File: src/hdl/sdram_ctrl_pkg.sv
`default_nettype none
package sdram_ctrl_pkg;
   // register byte offsets
   localparam logic [7:0] OFF_MODE = 8'h00;
   localparam logic [7:0] OFF_REFR = 8'h04;
   localparam logic [7:0] OFF_GEOM = 8'h08;
   localparam logic [7:0] OFF_SELF = 8'h0C;
   localparam logic [7:0] OFF_LPWR = 8'h10;
   localparam logic [7:0] OFF_IER = 8'h14;
   localparam logic [7:0] OFF_IDR = 8'h18;
   localparam logic [7:0] OFF_IMR = 8'h1C;
   localparam logic [7:0] OFF_ISR = 8'h20;
   // reset values
   localparam logic [3:0] MODE_RST = 4'h0;
   localparam logic BUS_WIDTH_RST = 1'b1;
   localparam logic [11:0] REFR_RST = 12'h800;
   localparam logic [30:0] GEOM_RST = 31'h2A99C140;
   // field positions
   localparam int MODE_WIDTH_BIT = 4;
   localparam int NC_LSB = 0;
   localparam int NR_LSB = 2;
   localparam int NB_BIT = 4;
   localparam int WREC_LSB = 7;
   localparam int RCYC_LSB = 11;
   localparam int PRE_LSB = 15;
   localparam int RCD_LSB = 19;
   localparam int RAS_LSB = 23;
   localparam int XSR_LSB = 27;
   // command mode codes
   localparam logic [3:0] MODE_NORMAL = 4'h0;
   localparam logic [3:0] MODE_NOP = 4'h1;
   localparam logic [3:0] MODE_PRECHARGE = 4'h2;
   localparam logic [3:0] MODE_LOAD_MODE = 4'h3;
   localparam logic [3:0] MODE_REFRESH = 4'h4;
   // {cs_n, ras_n, cas_n, we_n}
   localparam logic [3:0] CMD_NOP = 4'h7;
   localparam logic [3:0] CMD_ACT = 4'h3;
   localparam logic [3:0] CMD_RD = 4'h5;
   localparam logic [3:0] CMD_WR = 4'h4;
   localparam logic [3:0] CMD_PRE = 4'h2;
   localparam logic [3:0] CMD_REF = 4'h1;
   localparam logic [3:0] CMD_LMR = 4'h0;
   localparam logic [12:0] ADDR_ALL_BANKS = 13'h0400;
   // timing
   localparam int CAS_LAT = 2;
   localparam int SYNC_STAGES = 2;
   localparam logic [3:0] RD_WAIT = 4'(CAS_LAT + SYNC_STAGES - 1);
   localparam logic [3:0] DELAY_MIN = 4'h2;
   localparam logic [3:0] DELAY_ONE = 4'h1;
endpackage : sdram_ctrl_pkg
`default_nettype wire

File: src/hdl/sdram_controller_core.sv
// The implementer's own choice: the plain strobed port.
`timescale 1ns/1ps
`default_nettype none
module sdram_controller_core #(
   parameter int ADDR_W = 28,
   parameter int CAS_LATENCY = 2
) (
   // clock and reset
   input wire logic clk_sys,
   input wire logic resetn,
   // register port
   input wire logic [7:0] reg_addr,
   input wire logic [31:0] reg_wdata,
   input wire logic reg_wr,
   input wire logic reg_rd,
   output logic [31:0] reg_rdata,
   // memory requests
   input wire logic mem_req,
   input wire logic mem_we,
   input wire logic mem_seq,
   input wire logic [ADDR_W-1:0] mem_addr,
   input wire logic [31:0] mem_wdata,
   output logic mem_ack,
   output logic [31:0] mem_rdata,
   output logic core_wait_input,
   // interrupt
   output logic irq_refresh_err,
   // memory pins
   output logic mem_clock_enable_out,
   output logic sd_cs_n,
   output logic sd_ras_n,
   output logic sd_cas_n,
   output logic sd_we_n,
   output logic [1:0] sd_ba,
   output logic [12:0] sd_a,
   output logic [3:0] sd_dqm,
   output logic [31:0] sd_dq_out,
   output logic sd_dq_oe_n,
   input wire logic [31:0] sd_dq_in
);
   typedef enum logic [3:0] {
      ST_IDLE, ST_PRE, ST_ACT, ST_RW, ST_RDATA, ST_REF, ST_SREF_IN,
      ST_SREF, ST_SREF_OUT, ST_LPWR, ST_LP_OUT, ST_MODE, ST_WAIT
   } state_e;

   generate
      if (CAS_LATENCY != sdram_ctrl_pkg::CAS_LAT) begin : g_cas
         $error("only a CAS latency of two is served");
      end
      if (ADDR_W < 16 || ADDR_W > 32) begin : g_aw
         $error("ADDR_W must lie between 16 and 32");
      end
   endgenerate

   function automatic logic [3:0] at_least(input logic [3:0] v,
                                           input logic [3:0] lo);
      return (v < lo) ? lo : v;
   endfunction : at_least

   function automatic logic at(input logic [7:0] a, input logic [7:0] o);
      return a == o;
   endfunction : at

   // registers
   logic [3:0] mode_reg;
   logic bus_width_select;
   logic [11:0] refresh_count;
   logic [30:0] geom;
   logic lp_en;
   logic irq_mask;
   logic irq_flag;
   logic self_refresh_cmd_bit;
   logic refresh_armed;
   logic ref_pending;
   // sequencer
   state_e state, next_state, ret, next_ret;
   logic [3:0] cmd, next_cmd;
   logic [1:0] next_ba;
   logic [12:0] next_a;
   logic next_cke, next_oe_n, next_ack;
   logic [31:0] next_rdata, next_dq;
   logic row_open;
   logic [12:0] open_row;
   logic [1:0] open_bank;
   logic tm_load, tm_done, wr_load, wr_done, rt_done;
   logic [3:0] tm_val;
   logic ref_issue, open_set, open_clr, self_refresh_cmd_bit_clr;
   logic [31:0] dq_s1, dq_s2;

   // register decode
   wire wr_mode = reg_wr && at(reg_addr, sdram_ctrl_pkg::OFF_MODE);
   wire wr_refr = reg_wr && at(reg_addr, sdram_ctrl_pkg::OFF_REFR);
   wire wr_geom = reg_wr && at(reg_addr, sdram_ctrl_pkg::OFF_GEOM);
   wire wr_self = reg_wr && at(reg_addr, sdram_ctrl_pkg::OFF_SELF);
   wire wr_lpwr = reg_wr && at(reg_addr, sdram_ctrl_pkg::OFF_LPWR);
   wire wr_ier = reg_wr && at(reg_addr, sdram_ctrl_pkg::OFF_IER);
   wire wr_idr = reg_wr && at(reg_addr, sdram_ctrl_pkg::OFF_IDR);
   wire rd_isr = reg_rd && at(reg_addr, sdram_ctrl_pkg::OFF_ISR);
   wire [31:0] rd_mux =
      at(reg_addr, sdram_ctrl_pkg::OFF_MODE) ?
         {27'h0, bus_width_select, mode_reg} :
      at(reg_addr, sdram_ctrl_pkg::OFF_REFR) ? {20'h0, refresh_count} :
      at(reg_addr, sdram_ctrl_pkg::OFF_GEOM) ? {1'b0, geom} :
      at(reg_addr, sdram_ctrl_pkg::OFF_LPWR) ? {31'h0, lp_en} :
      at(reg_addr, sdram_ctrl_pkg::OFF_IMR) ? {31'h0, irq_mask} :
      at(reg_addr, sdram_ctrl_pkg::OFF_ISR) ? {31'h0, irq_flag} :
      32'h0;

   // geometry and timing fields
   wire [1:0] nc = geom[sdram_ctrl_pkg::NC_LSB +: 2];
   wire [1:0] nr = geom[sdram_ctrl_pkg::NR_LSB +: 2];
   wire four_banks = geom[sdram_ctrl_pkg::NB_BIT];
   wire [3:0] write_recovery =
      at_least(geom[sdram_ctrl_pkg::WREC_LSB +: 4], sdram_ctrl_pkg::DELAY_MIN);
   wire [3:0] row_cycle =
      at_least(geom[sdram_ctrl_pkg::RCYC_LSB +: 4], sdram_ctrl_pkg::DELAY_MIN);
   wire [3:0] precharge_delay =
      at_least(geom[sdram_ctrl_pkg::PRE_LSB +: 4], sdram_ctrl_pkg::DELAY_MIN);
   wire [3:0] activate_to_column_delay =
      at_least(geom[sdram_ctrl_pkg::RCD_LSB +: 4], sdram_ctrl_pkg::DELAY_MIN);
   wire [3:0] row_active_min_time =
      at_least(geom[sdram_ctrl_pkg::RAS_LSB +: 4], sdram_ctrl_pkg::DELAY_ONE);
   wire [3:0] self_exit_delay =
      at_least(geom[sdram_ctrl_pkg::XSR_LSB +: 4], sdram_ctrl_pkg::DELAY_ONE);

   // address split; 16-bit bus drops one byte bit, 32-bit drops two
   wire [4:0] col_bits = 5'h08 + {3'h0, nc};
   wire [4:0] row_bits = (nr == 2'h3) ? 5'h0D : 5'h0B + {3'h0, nr};
   wire [ADDR_W-1:0] word =
      bus_width_select ? (mem_addr >> 1) : (mem_addr >> 2);
   wire [ADDR_W-1:0] row_rest = word >> col_bits;
   wire [10:0] dec_col = 11'(word & ~({ADDR_W{1'b1}} << col_bits));
   wire [12:0] dec_row = 13'(row_rest & ~({ADDR_W{1'b1}} << row_bits));
   wire [1:0] dec_bank = 2'(row_rest >> row_bits) & {four_banks, 1'b1};
   // A10 kept low so no auto-precharge rides on the column command
   wire [12:0] col_addr = {1'b0, dec_col[10], 1'b0, dec_col[9:0]};
   wire row_hit = row_open && open_row == dec_row && open_bank == dec_bank;
   // the ack flop blocks a second take while the master drops its request
   wire req_ok = mem_req && !mem_ack;
   wire [31:0] rd_word =
      bus_width_select ? {16'h0, dq_s2[15:0]} : dq_s2;

   // refresh timer
   wire ref_tick = refresh_armed && rt_done && !wr_refr;
   wire ref_done = ref_issue || state == ST_SREF;
   wire ref_err = ref_tick && ref_pending && !ref_done;
   wire rt_load = wr_refr || ref_tick;
   wire [11:0] rt_val = wr_refr ? reg_wdata[11:0] - 12'h001 :
                                  refresh_count - 12'h001;

   count_down_timer #(.W(4)) u_cmd_timer (
      .clk_sys(clk_sys),
      .resetn(resetn),
      .load(tm_load),
      .value(tm_val),
      .done(tm_done)
   );

   count_down_timer #(.W(4)) u_wr_timer (
      .clk_sys(clk_sys),
      .resetn(resetn),
      .load(wr_load),
      .value(write_recovery - sdram_ctrl_pkg::DELAY_ONE),
      .done(wr_done)
   );

   count_down_timer #(.W(12)) u_ref_timer (
      .clk_sys(clk_sys),
      .resetn(resetn),
      .load(rt_load),
      .value(rt_val),
      .done(rt_done)
   );

   always_comb begin
      next_state = state;
      next_ret = ret;
      next_cmd = sdram_ctrl_pkg::CMD_NOP;
      next_ba = sd_ba;
      next_a = sd_a;
      next_cke = 1'b1;
      next_oe_n = 1'b1;
      next_ack = 1'b0;
      next_rdata = mem_rdata;
      next_dq = sd_dq_out;
      tm_load = 1'b0;
      tm_val = 4'h0;
      wr_load = 1'b0;
      ref_issue = 1'b0;
      open_set = 1'b0;
      open_clr = 1'b0;
      self_refresh_cmd_bit_clr = 1'b0;
      case (state)
         ST_IDLE: begin
            if (ref_pending) begin
               next_state = row_open ? ST_PRE : ST_REF;
            end else if (self_refresh_cmd_bit) begin
               next_state = row_open ? ST_PRE : ST_SREF_IN;
            end else if (req_ok && mode_reg != sdram_ctrl_pkg::MODE_NORMAL) begin
               next_state = ST_MODE;
            end else if (req_ok && row_hit && mem_seq) begin
               next_state = ST_RW;
            end else if (req_ok) begin
               next_state = row_open ? ST_PRE : ST_ACT;
            end else if (lp_en) begin
               next_state = ST_LPWR;
            end
         end
         ST_PRE: begin
            if (wr_done) begin
               next_cmd = sdram_ctrl_pkg::CMD_PRE;
               next_a = sdram_ctrl_pkg::ADDR_ALL_BANKS;
               open_clr = 1'b1;
               tm_load = 1'b1;
               tm_val = precharge_delay - sdram_ctrl_pkg::DELAY_ONE;
               next_state = ST_WAIT;
               next_ret = ST_IDLE;
            end
         end
         ST_ACT: begin
            next_cmd = sdram_ctrl_pkg::CMD_ACT;
            next_ba = dec_bank;
            next_a = dec_row;
            open_set = 1'b1;
            tm_load = 1'b1;
            tm_val = activate_to_column_delay - sdram_ctrl_pkg::DELAY_ONE;
            next_state = ST_WAIT;
            next_ret = ST_RW;
         end
         ST_RW: begin
            next_ba = dec_bank;
            next_a = col_addr;
            if (mem_we) begin
               next_cmd = sdram_ctrl_pkg::CMD_WR;
               next_oe_n = 1'b0;
               next_dq = mem_wdata;
               next_ack = 1'b1;
               wr_load = 1'b1;
               next_state = ST_IDLE;
            end else begin
               next_cmd = sdram_ctrl_pkg::CMD_RD;
               tm_load = 1'b1;
               tm_val = sdram_ctrl_pkg::RD_WAIT;
               next_state = ST_WAIT;
               next_ret = ST_RDATA;
            end
         end
         ST_RDATA: begin
            next_ack = 1'b1;
            next_rdata = rd_word;
            next_state = ST_IDLE;
         end
         ST_REF: begin
            next_cmd = sdram_ctrl_pkg::CMD_REF;
            ref_issue = 1'b1;
            tm_load = 1'b1;
            tm_val = row_cycle - sdram_ctrl_pkg::DELAY_ONE;
            next_state = ST_WAIT;
            next_ret = ST_IDLE;
         end
         ST_SREF_IN: begin
            next_cmd = sdram_ctrl_pkg::CMD_REF;
            next_cke = 1'b0;
            ref_issue = 1'b1;
            tm_load = 1'b1;
            tm_val = row_active_min_time - sdram_ctrl_pkg::DELAY_ONE;
            next_state = ST_SREF;
         end
         ST_SREF: begin
            next_cke = 1'b0;
            if (tm_done && req_ok) begin
               next_state = ST_SREF_OUT;
            end
         end
         ST_SREF_OUT: begin
            self_refresh_cmd_bit_clr = 1'b1;
            tm_load = 1'b1;
            tm_val = self_exit_delay - sdram_ctrl_pkg::DELAY_ONE;
            next_state = ST_WAIT;
            next_ret = ST_IDLE;
         end
         ST_LPWR: begin
            next_cke = 1'b0;
            if (req_ok || ref_pending || self_refresh_cmd_bit || !lp_en) begin
               next_state = ST_LP_OUT;
            end
         end
         ST_LP_OUT: begin
            next_state = ST_IDLE;
         end
         ST_MODE: begin
            case (mode_reg)
               sdram_ctrl_pkg::MODE_PRECHARGE: begin
                  next_cmd = sdram_ctrl_pkg::CMD_PRE;
                  next_a = sdram_ctrl_pkg::ADDR_ALL_BANKS;
                  open_clr = 1'b1;
               end
               sdram_ctrl_pkg::MODE_LOAD_MODE: begin
                  next_cmd = sdram_ctrl_pkg::CMD_LMR;
                  next_ba = 2'h0;
                  next_a = word[12:0];
               end
               sdram_ctrl_pkg::MODE_REFRESH: begin
                  next_cmd = sdram_ctrl_pkg::CMD_REF;
                  ref_issue = 1'b1;
               end
               default: begin
                  next_cmd = sdram_ctrl_pkg::CMD_NOP;
               end
            endcase
            next_ack = 1'b1;
            next_rdata = 32'h0;
            tm_load = 1'b1;
            tm_val = row_cycle - sdram_ctrl_pkg::DELAY_ONE;
            next_state = ST_WAIT;
            next_ret = ST_IDLE;
         end
         ST_WAIT: begin
            if (tm_done) begin
               next_state = ret;
            end
         end
         default: begin
            next_state = ST_IDLE;
         end
      endcase
   end

   // register file
   always_ff @(posedge clk_sys or negedge resetn) begin
      if (!resetn) begin
         mode_reg <= sdram_ctrl_pkg::MODE_RST;
         bus_width_select <= sdram_ctrl_pkg::BUS_WIDTH_RST;
         refresh_count <= sdram_ctrl_pkg::REFR_RST;
         geom <= sdram_ctrl_pkg::GEOM_RST;
         lp_en <= 1'b0;
      end else begin
         if (wr_mode) begin
            mode_reg <= reg_wdata[3:0];
            bus_width_select <= reg_wdata[sdram_ctrl_pkg::MODE_WIDTH_BIT];
         end
         if (wr_refr) begin
            refresh_count <= reg_wdata[11:0];
         end
         if (wr_geom) begin
            geom <= reg_wdata[30:0];
         end
         if (wr_lpwr) begin
            lp_en <= reg_wdata[0];
         end
      end
   end

   // flags: a set in the same cycle as its clear wins
   always_ff @(posedge clk_sys or negedge resetn) begin
      if (!resetn) begin
         refresh_armed <= 1'b0;
         ref_pending <= 1'b0;
         irq_mask <= 1'b0;
         irq_flag <= 1'b0;
         self_refresh_cmd_bit <= 1'b0;
      end else begin
         refresh_armed <= refresh_armed || wr_refr;
         ref_pending <= ref_tick || (ref_pending && !ref_done);
         irq_mask <= (wr_ier && reg_wdata[0]) ||
                     (irq_mask && !(wr_idr && reg_wdata[0]));
         irq_flag <= ref_err || (irq_flag && !rd_isr);
         self_refresh_cmd_bit <= (wr_self && reg_wdata[0]) ||
                                 (self_refresh_cmd_bit && !self_refresh_cmd_bit_clr);
      end
   end

   // open row tracking
   always_ff @(posedge clk_sys or negedge resetn) begin
      if (!resetn) begin
         row_open <= 1'b0;
         open_row <= 13'h0000;
         open_bank <= 2'h0;
      end else if (open_set) begin
         row_open <= 1'b1;
         open_row <= dec_row;
         open_bank <= dec_bank;
      end else if (open_clr) begin
         row_open <= 1'b0;
      end
   end

   // sequencer and pins
   always_ff @(posedge clk_sys or negedge resetn) begin
      if (!resetn) begin
         state <= ST_IDLE;
         ret <= ST_IDLE;
         cmd <= sdram_ctrl_pkg::CMD_NOP;
         sd_ba <= 2'h0;
         sd_a <= 13'h0000;
         mem_clock_enable_out <= 1'b1;
         sd_dq_oe_n <= 1'b1;
         sd_dq_out <= 32'h0;
         sd_dqm <= 4'h0;
      end else begin
         state <= next_state;
         ret <= next_ret;
         cmd <= next_cmd;
         sd_ba <= next_ba;
         sd_a <= next_a;
         mem_clock_enable_out <= next_cke;
         sd_dq_oe_n <= next_oe_n;
         sd_dq_out <= next_dq;
         sd_dqm <= {bus_width_select, bus_width_select, 2'h0};
      end
   end

   // master side answers and register read data
   always_ff @(posedge clk_sys or negedge resetn) begin
      if (!resetn) begin
         mem_ack <= 1'b0;
         mem_rdata <= 32'h0;
         core_wait_input <= 1'b0;
         irq_refresh_err <= 1'b0;
         reg_rdata <= 32'h0;
      end else begin
         mem_ack <= next_ack;
         mem_rdata <= next_rdata;
         core_wait_input <= mem_req && !mem_ack && !next_ack;
         irq_refresh_err <= irq_flag && irq_mask;
         reg_rdata <= reg_rd ? rd_mux : 32'h0;
      end
   end

   // read data pins cross in through two stages; only the second is read
   always_ff @(posedge clk_sys or negedge resetn) begin
      if (!resetn) begin
         dq_s1 <= 32'h0;
         dq_s2 <= 32'h0;
      end else begin
         dq_s1 <= sd_dq_in;
         dq_s2 <= dq_s1;
      end
   end

   assign sd_cs_n = cmd[3];
   assign sd_ras_n = cmd[2];
   assign sd_cas_n = cmd[1];
   assign sd_we_n = cmd[0];
endmodule : sdram_controller_core
`default_nettype wire

File: src/hdl/count_down_timer.sv
`timescale 1ns/1ps
`default_nettype none
module count_down_timer #(
   parameter int W = 4
) (
   // clock and reset
   input wire logic clk_sys,
   input wire logic resetn,
   // control
   input wire logic load,
   input wire logic [W-1:0] value,
   output logic done
);
   logic [W-1:0] cnt;

   generate
      if (W < 1) begin : g_bad
         $error("count_down_timer width must be positive");
      end
   endgenerate

   assign done = (cnt == '0);

   always_ff @(posedge clk_sys or negedge resetn) begin
      if (!resetn) begin
         cnt <= '0;
      end else if (load) begin
         cnt <= value;
      end else if (!done) begin
         cnt <= cnt - W'(1);
      end
   end
endmodule : count_down_timer
`default_nettype wire

File: config.mk
export PLATFORM = sky130hd
export DESIGN_NAME = sdram_controller_core
export DESIGN_NICKNAME = d
export VERILOG_FILES = /design/src/hdl/sdram_ctrl_pkg.sv /design/src/hdl/sdram_controller_core.sv /design/src/hdl/count_down_timer.sv
export SDC_FILE = /design/constraint.sdc
export NUM_CORES = 1
export LEC_CHECK = 0
export ABC_AREA = 1
export BUFFER_PORTS_ARGS = -buffer_cell sky130_fd_sc_hd__clkbuf_2
export CAP_MARGIN = 30
export CELL_PAD_IN_SITES_DETAIL_PLACEMENT = 0
export CELL_PAD_IN_SITES_GLOBAL_PLACEMENT = 2
export CORE_UTILIZATION = 33
export CTS_BUF_LIST = sky130_fd_sc_hd__clkbuf_4 sky130_fd_sc_hd__clkbuf_8
export CTS_CLUSTER_DIAMETER = 150
export DETAILED_ROUTE_END_ITERATION = 12
export GPL_TIMING_DRIVEN = 0
export PLACE_DENSITY = 0.85
export SKIP_CTS_REPAIR_TIMING = 1
export SLEW_MARGIN = 20
export SYNTH_ARGS = -nofsm -noshare
export SYNTH_HDL_FRONTEND = slang
export SYNTH_HIERARCHICAL = 1
export SYNTH_SLANG_ARGS = --single-unit
File: constraint.sdc
create_clock -name clk_sys -period 6.45 [get_ports clk_sys]
set_input_delay 1.6125 -clock clk_sys [delete_from_list [all_inputs] [get_ports clk_sys]]
set_output_delay 1.6125 -clock clk_sys [all_outputs]
set_load 0.005 [all_outputs]
# After elaboration in Yosys (flattened, before gate mapping)

Index checks and enable logic that the tools add are counted.

Input bits: 139
Register bits after elaboration: 282
Output and inout port bits: 124
Word-level logic and storage cells: 236

Reductions and logical operators: 70
Bitwise logic cells: 5
$add $sub $neg: 13
Muxes and demuxes: 70
$lt $le $gt $ge: 6
Shift-type cells: 4
Eq/ne operators: 36

Operators by type and width:

| operator                                                                      | number |
|---|---|
| 31-bit two-way mux                                                            | 4 |
| 4-bit two-way mux                                                             | 24 |
| 32-bit one-hot mux with 2 select lines                                        | 1 |
| 13-bit one-hot mux with 4 select lines                                        | 1 |
| 12-bit two-way mux                                                            | 3 |
| 12-bit by 1-bit subtractor with 12-bit output (second input constant)         | 3 |
| 8-bit by 5-bit equality test with 1-bit output (second input constant)        | 4 |
| 32-bit two-way mux                                                            | 1 |
| 4-bit one-hot mux with 8 select lines                                         | 1 |
| 4-bit by 1-bit subtractor with 4-bit output (second input constant)           | 8 |
| 1-bit logical AND                                                             | 28 |
| 28-bit by 5-bit << shifter with 11-bit output (first input constant)          | 1 |
| 28-bit by 5-bit << shifter with 13-bit output (first input constant)          | 1 |
| 27-bit by 5-bit >> shifter with 28-bit output                                 | 1 |
| 28-bit by 5-bit >> shifter with 2-bit output                                  | 1 |
| 27-bit two-way mux                                                            | 1 |
| 13-bit one-hot mux with 2 select lines                                        | 1 |
| 4-bit one-hot mux with 6 select lines                                         | 1 |
| 4-bit by 3-bit equality test with 1-bit output (second input constant)        | 5 |
| 4-bit by 2-bit equality test with 1-bit output (second input constant)        | 4 |
| 4-bit equality test (second input constant)                                   | 4 |
| 8-bit by 4-bit equality test with 1-bit output (second input constant)        | 2 |
| 4-bit by 2-bit less-than comparator with 1-bit output (second input constant) | 4 |
| 1-bit two-way mux                                                             | 16 |
| other kinds (41)                                                              | 84 |

# Depth between registers and ports, before layout

Depth after elaboration: 15
Depth in mapped cells: 20
Mapped depth without buffers: 20

# Modules after synthesis

The synthesis kept the hierarchy.

Modules (own cells, without submodules):

| module                             | times used | area an instance (sq um) | sequential area each (sq um) | cells an instance |
|---|---|---|---|---|
| sdram_controller_core              | 1          | 11,074.4                 | 6,503.7                      | 1,224 |
| count_down_timer (u_ref_timer)     | 1          | 830.8                    | 300.3                        | 122 |
| count_down_timer (u_cmd_timer ...) | 2          | 242.7                    | 100.1                        | 34 |

# Least setup slack after synthesis

OpenSTA, ideal clock, no wires.

Path kind: input -> register
From: in reg_addr[3]
To: reg u_ref_timer.cnt[10]
Library setup time: 0.065 ns
Path slack: 2.881 ns
Required time: 6.385 ns
Buffers on the path: 1
Cell stages on the path: 16
Arrival time: 3.504 ns
Cells stage by stage: inv_1 -> nand3_4 -> nor2_8 -> nand2_4 -> buf_6 -> nand2_1 -> o21ai_1 -> inv_1 -> ha_1 -> inv_1 -> nor4_4 -> nand3_2 -> nor3_2 -> xor2_1 -> nand2_1 -> nand2_1

Elaborated cells between the ends (all ways): 8
Classes of those cells: eq/ne (2); mux (2); reduce/logical (4)

RTL lines:

| what                                           | RTL line                     | text |
|---|---|---|
| from (decl)                                    | sdram_controller_core.sv:12  | `input wire logic [7:0] reg_addr,` |
| 8-bit by 3-bit equality test with 1-bit output | sdram_controller_core.sv:61  | `return a == o;` |
| 1-bit logical AND                              | sdram_controller_core.sv:92  | `wire wr_refr = reg_wr && at(reg_addr, sdram_ctrl_pkg::OFF_REFR);` |
| 12-bit two-way mux                             | sdram_controller_core.sv:148 | `wire [11:0] rt_val = wr_refr ? reg_wdata[11:0] - 12'h001 :` |
| net rt_val[10]                                 | sdram_controller_core.sv:148 |  |
| 12-bit two-way mux                             | count_down_timer.sv:27       | `end else if (load) begin` |
| to (signal assigned)                           | count_down_timer.sv:28       | `cnt <= value;` |
| to (signal assigned)                           | count_down_timer.sv:30       | `cnt <= cnt - W'(1);` |
| to (decl)                                      | count_down_timer.sv:14       | `logic [W-1:0] cnt;` |

The timed path passes the listed nets, and every way through them passes these cells.
A chain may end at the register's enable or synchronous reset.

# Final worst setup path

From: in reg_addr[1]
To: reg u_ref_timer.cnt[8]

Same word-level chain as after synthesis.

==> flow_metrics.py <==
metrics = {
    "power": {
        "p_int_w": 0.00375,
        "p_clk_frac": 0.317,
        "power_frac_comb": 0.262,
        "p_sw_w": 0.00191,
        "p_leak_nw": 8.15,
        "ir_drop_mv": 0.233,
        "power.share.sequential": 0.421,
        "p_per_area_nw_per_um2": 366,
        "total_power_w": 0.00566,
        "swShare": 0.338,
    },
    "yosys": {
        "ys_seq_elements": 279,
        "synth_compound_area_frac": 0.0944,
        "synthSimpleGateAreaFrac": 0.240,
        "yosysUniqueCellTypes": 58,
        "synthMuxAreaShare": 0.00990,
        "synth.cell_area_sq_um": 12400,
        "synthArstFlopShare": 1.00,
        "synth_top_family_by_area": "simple AND/OR/NAND/NOR gates",
        "synth_xor_area_frac": 0.0127,
        "ys_seq_area_frac": 0.565,
        "ys_warn_count": 6,
        "avgSynthCellArea_sq_um": 8.76,
        "synth_cells": 1414,
        "yosys_most_used_dff": "dfrtp_1",
        "synth_edf_count": 0,
        "synthAdderAreaFrac": 0.00808,
    },
    "critical_path": {
        "path_delay_family": "simple AND/OR/NAND/NOR gates",
        "critPathLaunchType": "primary input",
        "arrival_ns": 4.14,
        "slowest_delay_ns": 0.44,
        "cp.buffers_inverters": 4,
        "critPathSlowestCell": "nor4_4",
        "cpMostUsedCell": "inv_1",
        "crit_start": "reg_addr[1]",
        "worstPathRequired_ns": 6.96,
        "timing.rr.start": "state[3]",
        "cp_cell_sequence": "clkbuf_2 > nor2_4 > nand3_4 > nor2_8 > nand2_4 > buf_6 > nand2_1 > o21ai_1 > inv_1 > ha_1 > inv_1 > nor4_4 > nand3_2 > xor2_1 > mux2i_1 > nor2_1",
        "worstPathMaxFanout": 10,
        "worstSetupPathType": "in2reg",
        "end_kind": "register",
    },
    "sta": {
        "finalSetupViolCount": 0,
        "setup_tns_ns": 0,
        "period_share": 0.563,
        "worst_hold_slack_ns": 0.344,
        "worst_pin_slew_ns": 0.742,
        "clock_skew_ns": 0.0180,
        "hold_violations": 0,
        "rsz0062_at_grt": "no",
        "maxSlewViolCount": 0,
        "min_period_ns": 3.63,
        "slew_headroom": 0.505,
        "fmax_ghz": 0.275,
    },
    "status": {
        "outcome": "finished clean",
    },
    "floorplan": {
        "die_y_microns": 196,
        "initial_core_util": 0.337,
        "die_area_sq_um": 38300,
        "core_area_sq_um": 36800,
        "ios": 263,
        "num_rows": 70,
        "die_width_microns": 196,
    },
    "finish": {
        "layout-drive-gt1-share": 0.244,
        "diodes": 0,
        "final_common_cell": "nand2_1",
        "area_delta_synth_final_pct": 24.8,
        "final_area_sq_um": 15500,
        "fin_nets": 1875,
        "final_cell_mix": "407 x nand2_1, 261 x dfrtp_1, 255 x clkbuf_2",
    },
    "clocking": {
        "root_buffer": "clkbuf_8",
        "htree_levels": 2,
        "clk_latency_ns": 0.63,
        "cts_num_sinks": 279,
        "cts_buffer_depth": 3,
        "cts_buffers": 51,
        "clk_pin_slew_worst_paths_ns": 0.06,
        "cts_tree": "yes",
    },
    "global_routing": {
        "antenna_found_initial": 0,
        "grt_pass1_wl_mm": 58.7,
        "grtUsageTotal": 0.197,
        "grt_max_degree": 99,
        "grt_pass1_vias": 10700,
        "grt_overflow": 0,
    },
    "place": {
        "io_buffers": 255,
        "gp_congestion": 0.897,
        "dpl_cell_area_sq_um": 14400,
        "dp_hpwl_mm": 27.5,
    },
    "routing": {
        "dr.pass1.iters": 5,
        "wirelength_mm": 36.9,
        "routed_via_density": 4.72,
        "wl_per_cell_microns": 16.5,
        "vias": 10600,
        "first_iter_violations": 590,
        "ant_nets": 0,
        "drc": 0,
    },
    "worst_hold_path": {
        "min_from": "dq_s1[27]",
        "worstHoldPathType": "reg2reg",
    },
    "job": {
        "max_cap_viol_count": 0,
    },
}
-- Yosys cell counts, types with 5 or more instances --
library cell / number / area share
o21ai_0: 79 / 0.032
buf_4: 6 / 0.0036
buf_1: 5 / 0.0015
nand4_1: 5 / 0.0025
o311ai_0: 9 / 0.0064
o22ai_1: 6 / 0.0030
nand2_1: 407 / 0.12
xor2_1: 14 / 0.0099
o211ai_1: 5 / 0.0030
nor3_1: 25 / 0.010
ha_1: 8 / 0.0081
o21ai_1: 7 / 0.0028
nand3_1: 107 / 0.043
buf_2: 6 / 0.0024
a22o_1: 16 / 0.011
dfrtp_1: 261 / 0.53
clkbuf_1: 29 / 0.0088
a21oi_1: 42 / 0.017
a32o_1: 6 / 0.0048
mux2_2: 8 / 0.0073
nor2_2: 8 / 0.0040
inv_1: 158 / 0.048
dfstp_2: 18 / 0.038
nor2_1: 112 / 0.034
inv_2: 5 / 0.0015
-- routing by layer --
layer / vias to the layer above / wire [microns] / GRT usage
met1: 5004 / 16700 / 0.264
li1: 5189 / - / -
met3: 53 / 2640 / 0.0531
met5: - / 0 / 0
met4: 0 / 770 / 0.0561
met2: 306 / 16800 / 0.312
-- per-stage QoR --
stage                     utilization  cells  worst slack [ns]
after floorplan                     -   1417              2.88
after detailed placement        0.390   2143              2.20
after CTS                       0.420   2236              2.87
after global placement          0.388   2140             -2.36
after global routing            0.420   2236              2.66
final                           0.420   2236              2.82
-- logic make-up after synthesis --
family | after synthesis
buffers and inverters | 215
AND/OR/NAND/NOR | 691
XOR/XNOR | 18
adder cells (fa/ha/maj) | 8
AO/OA/AOI/OAI | 192
other | 1
flip-flops | 279
multiplexers | 10
-- path summary, 6_finish.rpt --
path,to,slack (ns),depth (start not counted)
max in group asynchronous,dq_s1[1],4.27,3
min,dq_s2[27],0.34,0
min reg2reg,dq_s2[27],0.34,0
max,u_ref_timer/cnt[8],2.82,16
max reg2reg,u_cmd_timer/cnt[1],3.78,11
min in group asynchronous,reg_rdata[29],0.97,1
-- layout make-up --
class | count | area (sq um)
clock inverters | 14 | 87.6
multi-input cells | 923 | 4540
inverters | 166 | 626
clock buffers | 79 | 1020
well taps | 468 | 586
flip-flops and latches | 279 | 7000
plain buffers | 49 | 230
repair buffers | 258 | 1370
fillers | 3770 | 21300
-- power by group through the flow --
stage	registers (W)	logic [W]	clock network (W)
3_5_place_dp	0.00240	0.00150	0
2_1_floorplan	0.00237	0.000887	0
6_report	0.00238	0.00148	0.00179
5_1_grt	0.00243	0.00171	0.00194
3_3_place_gp	0.00239	0.00148	0
4_1_cts	0.00238	0.00151	0.00186
Power figures use the tool's default switching activity.
